[src/rtl/timer_consts.vh]
// constants for the prescaled down-counter timer
`ifndef TIMER_CONSTS_VH
`define TIMER_CONSTS_VH
`define ADDR_CTRL        12'h000
`define ADDR_COUNT       12'h004
`define ADDR_OPTION      12'h008
`define ADDR_STATUS      12'h00C
`define ADDR_LSB         2
`define ADDR_MSB         11
`define BIT_REQ          7
`define BIT_MASK         6
`define BIT_SRC          5
`define BIT_PIN          4
`define BIT_CLR          3
`define BIT_OPT          6
`define BIT_R5VAR        7
`define DIV_LSB          0
`define DIV_MSB          2
`define COUNT_RESET      8'hFF
`define PRESCALE_RESET   7'h7F
`define PRESCALE_CLEAR   7'h00
`define PRESCALE_ONE     7'h01
`define COUNT_ONE        8'h01
`define COUNT_ZERO       8'h00
`define DIV_ONE          3'h0
`define FIXED_ONES       8'h37
`define DATA_ZERO        32'h00000000
`define STATE_IDLE       3'h1
`define STATE_SETUP      3'h2
`define STATE_ACCESS     3'h4
`endif

[src/rtl/prescaled_down_counter_timer.v]
// prescaled 8-bit down-counter timer with apb register slave
// Function
// RULE1: 8-bit counter decremented by one tap of a 7-bit prescaler.
// RULE2: software loads counter; it then counts down per selected tap pulse.
// RULE3: counter reaching zero sets underflow request, control bit 7.
// RULE4: mask bit 6 blocks interrupt when one, passes request when zero.
// RULE5: cpu takes vector when request set, mask clear and cpu enabled.
// RULE6: interrupt is a level; clearing request drops it.
// RULE7: service software checks both shared-vector request bits.
// RULE8: counter wraps zero to all ones; reads never disturb it.
// RULE9: external source advances chain on rising pin edges.
// RULE10: eight taps divide by 1 to 128; tap zero bypasses.
// RULE11: writing bit 3 as one clears prescaler; bit 3 reads zero.
// RULE12: reset sets prescaler and counter to ones, clears request, sets mask.
// RULE13: bits 0,1,2,4,5 load from option byte; writable only in software mode.
// RULE14: software mode: all bits read/write except bit 3, write-only.
// RULE15: fixed mode: bits 7,6 read/write; others ignore writes, read one.
// RULE16: fixed mode bit 3 depends on variant: clear-strobe or reads one.
// RULE17: option bit 6 zero selects software mode, one fixed mode.
// RULE18: bits 4,5 pick source; both zero gives internal clock.
// RULE19: pin enable alone gates internal clock with pin level.
// RULE20: source select alone stops the prescaler input.
// RULE21: both one drives prescaler from external pin.
// RULE22: fixed mode takes divide and source from option bits 0,1,2,5.
// RULE23: software clears prescaler when changing divide select.
// RULE24: count pin is synchronised and edge-detected before use.
// RULE25: counter read value is stable for the whole read cycle.
`timescale 1ns/100ps
`include "timer_consts.vh"
module prescaled_down_counter_timer #(
  parameter CNT_W = 8,
  parameter PRE_W = 7
) (
  // clock and reset
  input  wire        pclk,
  input  wire        presetn,
  // apb slave
  input  wire        psel,
  input  wire        penable,
  input  wire        pwrite,
  input  wire [11:0] paddr,
  input  wire [31:0] pwdata,
  output reg  [31:0] prdata,
  output reg         pready,
  output reg         pslverr,
  // non-volatile option byte, stable from power-up
  input  wire [7:0]  option_byte_register,
  // count / gate pin
  input  wire        count_pin,
  // cpu side
  input  wire        second_ext_irq,
  output reg         timer_irq,
  output reg         vector_irq
);
  localparam S_IDLE   = `STATE_IDLE;
  localparam S_SETUP  = `STATE_SETUP;
  localparam S_ACCESS = `STATE_ACCESS;

  reg [2:0]       state_reg;
  reg [2:0]       state_next;
  reg [CNT_W-1:0] count_reg;
  reg [PRE_W-1:0] prescale_reg;
  reg [PRE_W-1:0] prescale_next;
  reg             underflow_request_reg;
  reg             underflow_mask_reg;
  reg             source_select_reg;
  reg             pin_enable_reg;
  reg [2:0]       divide_select_reg;
  reg [7:0]       opt_reg;
  reg             opt_loaded_reg;

  wire pin_level;
  wire pin_rise;

  // RULE24
  pin_edge_sync u_pin_sync (
    .pclk      (pclk),
    .presetn   (presetn),
    .pin_in    (count_pin),
    .pin_level (pin_level),
    .pin_rise  (pin_rise)
  );

  wire fixed_mode   = opt_reg[`BIT_OPT];           // RULE17
  wire variant_r5   = opt_reg[`BIT_R5VAR];
  // pready is high only in the access cycle, so it marks the committing edge
  wire access_now   = psel & penable & pready;
  wire wr_now       = access_now & pwrite;
  wire [`ADDR_MSB:`ADDR_LSB] word = paddr[`ADDR_MSB:`ADDR_LSB];
  wire hit_ctrl     = (word == `ADDR_CTRL   >> `ADDR_LSB);
  wire hit_count    = (word == `ADDR_COUNT  >> `ADDR_LSB);
  wire hit_option   = (word == `ADDR_OPTION >> `ADDR_LSB);
  wire hit_status   = (word == `ADDR_STATUS >> `ADDR_LSB);
  wire aligned      = (paddr[1:0] == 2'b00);
  wire mapped       = aligned & (hit_ctrl | hit_count | hit_option | hit_status);
  wire wr_ctrl      = wr_now & aligned & hit_ctrl;
  wire wr_count     = wr_now & aligned & hit_count;

  // fixed mode takes source and division straight from the option byte
  wire       eff_src = fixed_mode ? opt_reg[`BIT_SRC] : source_select_reg;  // RULE22
  wire       eff_pin = fixed_mode ? 1'b1 : pin_enable_reg;
  wire [2:0] eff_div = fixed_mode ? opt_reg[`DIV_MSB:`DIV_LSB] : divide_select_reg;

  // prescaler input; internal phase-two clock is every pclk edge
  reg prescaler_in;
  always @* begin
    case ({eff_src, eff_pin})
      2'b00:   prescaler_in = 1'b1;       // RULE18
      2'b01:   prescaler_in = pin_level;  // RULE19
      2'b10:   prescaler_in = 1'b0;       // RULE20
      default: prescaler_in = pin_rise;   // RULE9 RULE21
    endcase
    // no count until the option byte has set the source, so reset values hold
    if (!opt_loaded_reg)
      prescaler_in = 1'b0;                // RULE12
  end

  // clear strobe honoured unless fixed mode on the variant that ignores it
  wire clear_allowed = ~fixed_mode | ~variant_r5;                          // RULE16
  wire prescale_clr  = wr_ctrl & pwdata[`BIT_CLR] & clear_allowed;        // RULE11

  // tap k pulses when prescaler bit k-1 falls; tap 0 is the input itself
  always @* begin
    prescale_next = prescale_reg;
    if (prescaler_in)
      prescale_next = prescale_reg + `PRESCALE_ONE;
  end
  // tap k ticks on the edge where prescaler bit k-1 goes from one to zero
  wire tap_fall   = prescaler_in & prescale_reg[eff_div - 3'd1] & ~prescale_next[eff_div - 3'd1]; // RULE10
  wire count_tick = (eff_div == `DIV_ONE) ? prescaler_in : tap_fall;                                // RULE1

  always @(posedge pclk or negedge presetn) begin
    if (!presetn)
      prescale_reg <= `PRESCALE_RESET;    // RULE12
    else if (prescale_clr)
      prescale_reg <= `PRESCALE_CLEAR;
    else
      prescale_reg <= prescale_next;
  end

  // counter: load wins over a decrement in the same cycle
  wire [CNT_W-1:0] count_dec = count_reg - `COUNT_ONE;
  wire             hit_zero  = count_tick & (count_reg == `COUNT_ONE);

  always @(posedge pclk or negedge presetn) begin
    if (!presetn)
      count_reg <= `COUNT_RESET;          // RULE12
    else if (wr_count)
      count_reg <= pwdata[CNT_W-1:0];     // RULE2
    else if (count_tick)
      count_reg <= count_dec;             // RULE2 RULE8
  end

  // option byte is caught once after reset release
  always @(posedge pclk or negedge presetn) begin
    if (!presetn) begin
      opt_reg        <= 8'h00;
      opt_loaded_reg <= 1'b0;
    end else if (!opt_loaded_reg) begin
      opt_reg        <= option_byte_register;
      opt_loaded_reg <= 1'b1;
    end
  end

  // control register
  always @(posedge pclk or negedge presetn) begin
    if (!presetn) begin
      underflow_request_reg <= 1'b0;      // RULE12
      underflow_mask_reg    <= 1'b1;      // RULE12
      source_select_reg     <= 1'b0;
      pin_enable_reg        <= 1'b0;
      divide_select_reg     <= `DIV_ONE;
    end else begin
      if (!opt_loaded_reg) begin
        source_select_reg <= option_byte_register[`BIT_SRC];   // RULE13
        pin_enable_reg    <= option_byte_register[`BIT_PIN];
        divide_select_reg <= option_byte_register[`DIV_MSB:`DIV_LSB];
      end else if (wr_ctrl && !fixed_mode) begin
        source_select_reg <= pwdata[`BIT_SRC];                 // RULE13 RULE14
        pin_enable_reg    <= pwdata[`BIT_PIN];
        divide_select_reg <= pwdata[`DIV_MSB:`DIV_LSB];
      end
      if (wr_ctrl)
        underflow_mask_reg <= pwdata[`BIT_MASK];               // RULE4 RULE15
      // underflow in the same cycle as a software clear wins
      if (hit_zero)
        underflow_request_reg <= 1'b1;                         // RULE3
      else if (wr_ctrl)
        underflow_request_reg <= pwdata[`BIT_REQ];             // RULE6
    end
  end

  // control read image
  reg [7:0] ctrl_image;
  always @* begin
    if (fixed_mode)
      ctrl_image = `FIXED_ONES | {6'h00, 1'b0, 1'b0} | {4'h0, variant_r5, 3'h0};  // RULE15 RULE16
    else
      ctrl_image = {2'b00, source_select_reg, pin_enable_reg, 1'b0, divide_select_reg}; // RULE14 RULE11
    ctrl_image[`BIT_REQ]  = underflow_request_reg;
    ctrl_image[`BIT_MASK] = underflow_mask_reg;
  end

  // apb state machine, zero wait states
  always @* begin
    case (state_reg)
      S_IDLE:   state_next = (psel && !penable) ? S_SETUP : S_IDLE;
      S_SETUP:  state_next = S_ACCESS;
      S_ACCESS: state_next = (psel && !penable) ? S_SETUP : S_IDLE;
      default:  state_next = S_IDLE;
    endcase
  end

  always @(posedge pclk or negedge presetn) begin
    if (!presetn)
      state_reg <= S_IDLE;
    else
      state_reg <= state_next;
  end

  // registered apb outputs: pready high in the access cycle
  always @(posedge pclk or negedge presetn) begin
    if (!presetn) begin
      prdata  <= `DATA_ZERO;
      pready  <= 1'b0;
      pslverr <= 1'b0;
    end else begin
      pready  <= (state_next == S_SETUP);
      pslverr <= (state_next == S_SETUP) & ~mapped;
      prdata  <= `DATA_ZERO;
      if (state_next == S_SETUP) begin
        if (hit_ctrl && aligned)
          prdata <= {24'h000000, ctrl_image};
        else if (hit_count && aligned)
          prdata <= {{(32-CNT_W){1'b0}}, count_reg};  // RULE25 RULE8: snapshot held through access
        else if (hit_option && aligned)
          prdata <= {24'h000000, opt_reg};
        else if (hit_status && aligned)
          prdata <= {30'h00000000, second_ext_irq, underflow_request_reg};
      end
    end
  end

  // level interrupt to the core; vector line merges the shared source
  always @(posedge pclk or negedge presetn) begin
    if (!presetn) begin
      timer_irq  <= 1'b0;
      vector_irq <= 1'b0;
    end else begin
      timer_irq  <= underflow_request_reg & ~underflow_mask_reg;                    // RULE4 RULE5 RULE6
      vector_irq <= (underflow_request_reg & ~underflow_mask_reg) | second_ext_irq; // RULE7
    end
  end
endmodule // prescaled_down_counter_timer

[src/rtl/pin_edge_sync.v]
// two-stage synchroniser with rising-edge pulse for the count pin
`timescale 1ns/100ps
module pin_edge_sync (
  // clock and reset
  input  wire pclk,
  input  wire presetn,
  // pin and results
  input  wire pin_in,
  output reg  pin_level,
  output reg  pin_rise
);
  reg meta_reg;
  reg last_reg;

  always @(posedge pclk or negedge presetn) begin
    if (!presetn) begin
      meta_reg  <= 1'b0;
      pin_level <= 1'b0;
      last_reg  <= 1'b0;
      pin_rise  <= 1'b0;
    end else begin
      meta_reg  <= pin_in;
      pin_level <= meta_reg;
      last_reg  <= pin_level;
      pin_rise  <= pin_level & ~last_reg;
    end
  end
endmodule // pin_edge_sync

[config.mk]
export PLATFORM = sky130hd
export DESIGN_NAME = prescaled_down_counter_timer
export DESIGN_NICKNAME = d
export VERILOG_FILES = /design/src/rtl/prescaled_down_counter_timer.v /design/src/rtl/pin_edge_sync.v
export VERILOG_INCLUDE_DIRS = /design/src /design/src/rtl
export SDC_FILE = /design/constraint.sdc
export NUM_CORES = 1
export LEC_CHECK = 0
export BUFFER_PORTS_ARGS = -buffer_cell sky130_fd_sc_hd__buf_2
export CORE_MARGIN = 2
export CORE_UTILIZATION = 45
export DETAILED_ROUTE_END_ITERATION = 10
export PLACE_DENSITY = 0.84
export SYNTH_ARGS = -nofsm -noshare
export SYNTH_HDL_FRONTEND = slang
export SYNTH_SLANG_ARGS = --single-unit
[constraint.sdc]
create_clock -name pclk -period 2.6 [get_ports pclk]
set_input_delay 0.13 -clock pclk [delete_from_list [all_inputs] [get_ports pclk]]
set_output_delay 0.13 -clock pclk [all_outputs]
set_load 0.03 [all_outputs]
# [Yosys cells after proc, flatten, opt, wreduce, memory -nomap -nowiden]
# Index checks and enable logic that the tools add are counted.
[word_totals] register_bits=74 latch_bits=0 ram_bits=0 romBits=0 in_bits=59 mem_count=0
[op_classes] addsub=3 n_mul=0 div_mod_pow=0 order_cmp=1 eq_ne=11 n_shift=0 mux=30 bitwise_logic=26 n_reduce_logical=15
[ops] cell="$mux W8" count=6
[ops] cell="$eq A10 B2 Y1 const B" count=2
[ops] cell="$and A1 B1 Y1" count=15
[ops] cell="$mux W7" count=2
[ops] cell="$mux W1" count=12
[ops] cell="$eq A10 B1 Y1 const B" count=1
[ops] cell="$logic_not A10 Y1" count=1
[ops] cell="$mux W3" count=3
[ops] cell="$eq A8 B1 Y1 const B" count=1
[ops] cell="$sub A8 B1 Y8 const B" count=1
[ops] cell="$add A7 B1 Y7 const B" count=1
[ops] cell="$bmux W1 S3" count=2
[ops] cell="$eq A3 B2 Y1 const B" count=2
[ops] cell="$logic_and A1 B1 Y1" count=6
[ops] cell="$mux W6" count=1
[ops] cell="$not A1 Y1" count=6
[ops] cell="$pmux W3 S2" count=1
[ops] cell="$or A1 B1 Y1" count=5
[ops] cell="$logic_not A2 Y1" count=2
[ops] cell="$lt A3 B4 Y1 const B" count=1
[ops] cell="$mux W2" count=2
[ops] cell="$reduce_bool A2 Y1" count=2
[ops] cell="$eq A3 B1 Y1 const B" count=1
[ops] cell="$eq A3 B3 Y1 const B" count=1
[ops] cell="other kinds (8)" count=9

# [Logic depth before layout (Yosys ltp)]
# Gate-level depths: netlist (run 1).
[depth] depth_word=12 ltp_mapped=11 depth_no_buf=9

# [Modules after synthesis]
# From an unflattened synthesis (run 1), not the netlist that was laid out.
[unflattened] cells_unflattened=270 area_unflattened_um2=2780.2
[by_module_without_submodules] mod="prescaled_down_counter_timer" instances=1 cells_each=265 area_each_um2=2666.3 seq_area_each_um2=1172.4
[by_module_without_submodules] mod="pin_edge_sync" instances=1 cells_each=5 area_each_um2=113.9 seq_area_each_um2=100.1

# [Worst setup path after synthesis (run 1)]
# Ideal clock, no wire load.
[synth_timing] kind="flip-flop to flip-flop" from="register opt_reg[6]" to="register count_reg[1]" setup_ps=73 arrival_ps=2598 t_required_ps=2527 path_slack_ps=-71 stages_incl_launch_ff=11 synth_period_minus_slack_ps=2671 path_cell_list="dfrtp_1 > buf_6 > mux2_4 > inv_1 > ha_1 > mux4_2 > nand4_1 > a2bb2oi_2 > buf_6 > mux2_2 > a21oi_1"
[synth_between] elab_chain_cells=11
[synth_lines] item="start: declaration" line_no="prescaled_down_counter_timer.v:69" source="reg [7:0] opt_reg;"
[synth_lines] item="start signal: assignment" line_no="prescaled_down_counter_timer.v:160" source="opt_reg <= option_byte_register;"
[synth_lines] item="$mux W1, on equally long branches" line_no="prescaled_down_counter_timer.v:101, prescaled_down_counter_timer.v:100"
[synth_lines] item="$eq A2 B2 Y1 (tied with other cells)" line_no="prescaled_down_counter_timer.v:107" source="case ({eff_src, eff_pin})"
[synth_lines] item="$pmux W1 S3" line_no="prescaled_down_counter_timer.v:107"
[synth_lines] item="$mux W1" line_no="prescaled_down_counter_timer.v:114" source="if (!opt_loaded_reg)"
[synth_lines] item="$mux W7" line_no="prescaled_down_counter_timer.v:125" source="if (prescaler_in)"
[synth_lines] item="$bmux W1 S3" line_no="prescaled_down_counter_timer.v:129" source="wire tap_fall = prescaler_in & prescale_reg[eff_div - 3'd1] & ~prescale_next[eff_div - 3'd1];"
[synth_lines] item="$mux W1 (implied by the code)" line_no="prescaled_down_counter_timer.v:129"
[synth_lines] item="$not A1 Y1" line_no="prescaled_down_counter_timer.v:129"
[synth_lines] item="$and A1 B1 Y1" line_no="prescaled_down_counter_timer.v:129"
[synth_lines] item="$mux W1 (*)" line_no="prescaled_down_counter_timer.v:130" source="wire count_tick = (eff_div == `DIV_ONE) ? prescaler_in : tap_fall;"
[synth_lines] item="$reduce_bool A2 Y1 (no line) (*)"
[synth_lines] item="end signal: assignment" line_no="prescaled_down_counter_timer.v:147" source="count_reg <= `COUNT_RESET;"
[synth_lines] item="end signal: assignment" line_no="prescaled_down_counter_timer.v:149" source="count_reg <= pwdata[CNT_W-1:0];"
[synth_lines] item="end signal: assignment" line_no="prescaled_down_counter_timer.v:151" source="count_reg <= count_dec;"
[synth_lines] item="end: declaration" line_no="prescaled_down_counter_timer.v:61" source="reg [CNT_W-1:0] count_reg;"
# Every way passes the cells marked *; elsewhere a longest branch is shown, timed or not. The select of a mux whose other input is x is not followed.
# A chain may end at the register's enable or synchronous reset.

# [Worst setup path in the final report (run 1)]
# Ends and elaborated chain as after synthesis.

==> metrics.txt, run 1 <==
status=finished, final reports clean; Clk Latency, worst-skew pair=0.31 ns; pwr/cell area=683 nW/um^2; cells after synthesis=267; vias in the first global route=2079; DRT Pass-1 Iters=4; Hold WC Path Type=in2reg; Layout Utilization=54.3%; post-synth top area share=30.0%; vias per inst=5.24; grt total ovfl=0; first-pass GRT wire length=9.74 mm; # DRC=0; Mean Syn Cell Area=10.3 sq um; Layout area overhead=16.7%; reg2reg setup slack=0.03 ns; Final #Nets=390; Max Freq=0.390 GHz; CTS max path bufs=2; TritonCTS Buffers=5; post-synthesis cell area=2760 sq um; reg2reg end=count_reg[1]; Final setup viols=0; RSZ-0062 raised after global routing=true; Worst EP arrival=2.81 ns; die area=6760 sq um; I/O Pins=95; DRT Wirelength=5.78 mm; Slew headroom=62.1%; post-route antenna net violation count=0; worst vdd ir=322 uV; initial antenna violation count=0; Netlist cell types=53; finished layout cell area=3220 sq um; crit share post-route=98.7%; all-layer global routing usage=18.9%; Setup crit end=count_reg[1]; WL/cell=14.4 um; r2r startpoint=opt_reg[6]; clk_skew=0.00708 ns; Die Height=82.2 um; initial DRC count=71; placed wire-length estimate=4.30 mm; asr flop ratio synth=100%; EDFF count, synth=0; final RePlAce weighted congestion=0.905; Critical Path Start Type=flip-flop; CP max FO=6; clock-pin slew on the worst setup and hold paths=0.09 ns; cells taking the most area after synthesis=dfrtp_1 30%, dfstp_2 16%, buf_4 6.5%, nor2_1 4.9%, mux2i_1 4.4%; # port buffers=46; minimum clock period=2.57 ns; Seq/Total Area, Yosys=46.2%; Row Count=28; Final Max Tran Viols=0; r2r worst-path depth=9; Vias=2102; fill cell count=531; register area=1270 sq um; largest net degree at the start of global routing=35; Max-Cap Viols=0; leading area contributor after synthesis=dfrtp_1; crit path from=opt_reg[6]; number of hold violations in the final report=0; share of post-route cells with drive strength above 1=34.7%; CTS tree=built; YS warnings=0; Critical Path Sink Type=flip-flop; number of synthesized register bits=50; Pwr Total=2190 uW; Starting Density=46.5%; leakage=0.00141 uW; WP data required=2.84 ns; placed instance area=3010 sq um; Synth Flop Type=dfrtp_1; clock sink count=50; Tightest Pin Transition=0.554 ns; area of the multi-input gates=1380 sq um; Worst Path Class, Setup=reg2reg; Core ar.=5920 sq um; htree depth=2; Die X=82.2 um; root buf cell=clkbuf_8; Ant. Diodes=0
[layout by cell type, fill, tap and decap left out, types with 3 or more instances in the layout]
cell type | netlist | routed
and3_1 | 3 | 3
xnor2_1 | 4 | 4
nor4_1 | 3 | 3
nor4b_1 | 3 | 3
nor2_1 | 36 | 35
ha_1 | 5 | 4
nand2_1 | 8 | 8
inv_1 | 4 | 3
xor2_1 | 5 | 5
nand2b_1 | 6 | 6
a2111oi_0 | 5 | 5
nor2b_1 | 6 | 6
a31oi_1 | 4 | 4
buf_4 | 24 | 12
dfrtp_1 | 33 | 32
buf_2 | 1 | 46
mux2_2 | 10 | 10
mux2i_1 | 12 | 11
nand3_1 | 4 | 4
clkbuf_8 | 0 | 6
a21oi_1 | 15 | 14
o21ai_0 | 7 | 7
or3_1 | 8 | 8
nand4_1 | 6 | 6
dfstp_2 | 17 | 17
conb_1 | 2 | 25
[cell type report]
cell class / instances / area share (%)
tap: 75 / 2.92
multi-input combinational: 203 / 43.0
inverter: 4 / 0.545
clock buffer: 7 / 2.68
sequential: 50 / 39.6
timing repair buffer: 62 / 11.3
[timing repair]
action | in CTS | in global routing
hold buffers | 2 | 0
pin swaps | 1 | 5
resized for setup | 7 | 5
endpoints found under the hold margin | 10 | 0
setup buffers | 4 | 1
endpoints found under the setup margin | 3 | 6
[report_power, final]
part | total, uW | internal, uW | switching (uW)
combinational | 635 | 298 | 337
sequential | 1100 | 958 | 141
clock | 462 | 212 | 250
total | 2190 | 1470 | 727
[synth_stat cells, drive strengths merged, types with 4 or more instances]
library cell and n:
a31oi 4, nand4 6, a2111oi 5, ha 5
buf 29, mux2i 12, mux2 11, nor2b 6
nand2 9, xnor2 4, clkbuf 4, inv 4
dfstp 17, dfrtp 33, or3 8, a21oi 15
xor2 5, nand3 4, o21ai 8, nand2b 6
nor2 36
[critical path: stages (launching register included)]
cell	delay, ns
dfrtp_2	0.46
mux2_4	0.24
inv_4	0.04
ha_4	0.30
mux4_2	0.50
nand4_1	0.15
a2bb2oi_4	0.21
buf_4	0.14
mux2_2	0.32
a21oi_1	0.13
[stage by stage]
stage                     hold slack (ns)  cells  setup WS [ns]  setup TNS, ns
final                              0.0133    401         0.0346              0
after floorplan                    -0.166    290         0.0401              0
after global routing               0.0106    401        -0.0365        -0.0557
after CTS                         0.00168    400        0.00304              0
after global placement             0.0591    387        -0.0459        -0.0873
after detailed placement           0.0655    387        -0.0973         -0.165
[worst min path at each step]
stage	depth (start not counted)	startpoint	to	slack (ns)
6_report	2	penable	pready	0.01
3_3_place_gp	1	presetn	prdata[4]	0.06
4_1_cts	2	penable	pready	0.002
5_1_grt	2	penable	pready	0.01
3_5_place_dp	1	presetn	prdata[4]	0.07
2_1_floorplan	0	presetn	divide_select_reg[0]	-0.17
[cells by family (layout without fill, tap and decap cells)]
kind of cell	Yosys count	in the layout	share of synthesized area (%)
AOI/OAI and AO/OA	45	45	11.6
xor gates and xnor gates	9	9	2.86
adders and majority gates	5	5	2.27
buffers and inverters	37	73	8.95
DFF	50	50	46.2
muxes	24	24	9.81
other	2	25	0.273
and+or+nand+nor	95	95	18.1
[layer usage]
layer  up-vias  track usage [%]  routed length (um)
li1       1025                -                   -
met1      1026             23.1                2410
met2        46             33.2                3020
met3         5             5.11                 291
met4         0             4.00                  55
met5         -                0                   0
(Power assumes the default switching activity.)
==> run 2: changes to the inputs <==
--- a/config.mk
+++ b/config.mk
@@ -6,11 +6,11 @@
 export SDC_FILE = /design/constraint.sdc
 export NUM_CORES = 1
 export LEC_CHECK = 0
-export BUFFER_PORTS_ARGS = -buffer_cell sky130_fd_sc_hd__buf_2
 export CORE_MARGIN = 2
-export CORE_UTILIZATION = 45
+export CORE_UTILIZATION = 51
 export DETAILED_ROUTE_END_ITERATION = 10
-export PLACE_DENSITY = 0.84
+export DONT_BUFFER_PORTS = 1
+export PLACE_DENSITY = 0.77
 export SYNTH_ARGS = -nofsm -noshare
 export SYNTH_HDL_FRONTEND = slang
 export SYNTH_SLANG_ARGS = --single-unit
==> run 2 against run 1 <==
  * Cell count fell by 7.7%
  * Highest routed layer unchanged
  * Clock skew is essentially flat
  * Final area fell by 0.86%
  * Global-route usage increased by 2.5 points
  * Routed wire length rose by 6.9%
  * Critical path depth stayed put
  * Register-to-register slack improved by 0.02 ns
  * Non-clock buffer count down 27
  * Combinational power grew 5.2%
  * Critical path type unchanged
==> metrics.txt, run 2 (synthesized netlist as in run 1, its figures left out) <==
finished layout cell area=3190 sq um; I/O Pins=95; reg2reg end=count_reg[4]; # DRC=0; Critical Path Start Type=flip-flop; Worst Path Class, Setup=reg2reg; hold path startpoint=penable; r2r worst-path depth=9; clock sink count=50; Worst EP arrival=2.78 ns; Die Height=77.5 um; vias in the first global route=2078; Final setup viols=0; WHS=0.0276 ns; root buf cell=clkbuf_8; Starting Density=53.3%; Vias=2069; Internal=1470 uW; Layout Utilization=61.6%; Final Max Tran Viols=0; fill cell count=419; Ant. Diodes=0; initial antenna violation count=0; TritonCTS Buffers=5; WHS Path Cells=2; Core ar.=5170 sq um; commonest non-fill, non-tap cell in the layout=nor2_1; clock-pin slew on the worst setup and hold paths=0.09 ns; first-pass GRT wire length=10.1 mm; share of post-route cells with drive strength above 1=22.3%; Max Freq=0.393 GHz; Clk Latency, worst-skew pair=0.30 ns; r2r startpoint=opt_reg[6]; htree depth=2; leakage=0.00131 uW; pwr/cell area=694 nW/um^2; clock network power share=20.1%; register area=1270 sq um; Max-Cap Viols=0; CTS tree=built; initial DRC count=95; number of hold violations in the final report=0; WP data required=2.83 ns; WL/cell=16.7 um; DRT Pass-1 Iters=4; largest net degree at the start of global routing=51; placed wire-length estimate=4.37 mm; die area=6010 sq um; RSZ-0062 raised after global routing=true; CP max FO=7; Switching Fraction=33.8%; Critical Path Sink Type=flip-flop; dpl cells=339; clk_skew=0.00687 ns; reg2reg setup slack=0.05 ns; vias per inst=5.59; Slew headroom=58.5%; DRT Wirelength=6.17 mm; grt total ovfl=0; Gate power share=30.2%; Layout area overhead=15.7%; worst vdd ir=340 uV; Final #Nets=363; Hold WC Path Type=in2reg; Tightest Pin Transition=0.607 ns; status=finished, final reports clean; CTS max path bufs=2; all-layer global routing usage=21.4%; placed instance area=2800 sq um; crit share post-route=97.9%; post-route antenna net violation count=0; Row Count=26; most frequent cells in the layout=36 x nor2_1, 32 x dfrtp_1, 25 x conb_1; final RePlAce weighted congestion=0.858; minimum clock period=2.55 ns; Reg power frac=49.7%; # port buffers=0; Die X=77.5 um; area of the multi-input gates=1380 sq um; Final TNS setup=0 ns; Finished Layout Cells=370; Switch Pwr=747 uW; hold endpoint=state_reg[1]
run 2: how the worst max path moves through the flow:
stage	from	cells past startpoint	to
after floorplan	opt_reg[6]	10	count_reg[1]
after global placement	opt_reg[6]	9	count_reg[7]
after detailed placement	opt_reg[6]	9	count_reg[7]
after CTS	opt_reg[6]	9	count_reg[5]
after global routing	opt_reg[6]	9	count_reg[3]
final	opt_reg[6]	9	count_reg[4]
run 2: metal layers:
metal	global-route usage [%]	up-vias	part of all wire (%)
li1	-	966	-
met1	26.2	1018	40
met2	37.6	72	53
met3	4.65	13	5.2
met4	6.96	0	2.3
met5	0	-	0
run 2: layout make-up:
cell class                 count  share of cell area (%)
multi-input combinational    203                    43.3
sequential                    50                    40.0
timing repair buffer          35                    10.8
tap                           70                    2.75
clock buffer                   6                    2.28
inverter                       4                   0.549
clock inverter                 2                   0.432
run 2: per-stage QoR:
| step | setup WS, ns | total power (uW) |
|---|---|---|
| finish | 0.0545 | 2210 |
| global route | -0.0168 | 2350 |
| CTS | 0.0419 | 2200 |
| detailed placement | -0.0549 | 1680 |
| global placement | 0.00636 | 1630 |
| floorplan | 0.0401 | 1560 |
run 2: power by group through the flow:
stage               Sequential, uW  Clock [uW]  Combinational, uW
floorplan                     1050           0                504
global placement              1100           0                537
detailed placement            1110           0                572
CTS                           1100         463                638
global route                  1120         490                738
finish                        1100         446                668
run 2: critical path, cell delays in order, from the launching register on:
cell	delay, ns
dfrtp_2	0.47
mux2_4	0.25
inv_4	0.04
ha_4	0.29
mux4_2	0.51
nand4_1	0.16
a2bb2oi_4	0.28
buf_6	0.16
nor4b_1	0.04
a311o_1	0.27
run 2: what timing repair did:
item / CTS / global route
endpoints found under the hold margin: 75 / 0
endpoints found under the setup margin: 2 / 6
pin swaps: 0 / 7
hold buffers: 22 / 0
setup buffers: 1 / 1
gates resized for setup: 4 / 7
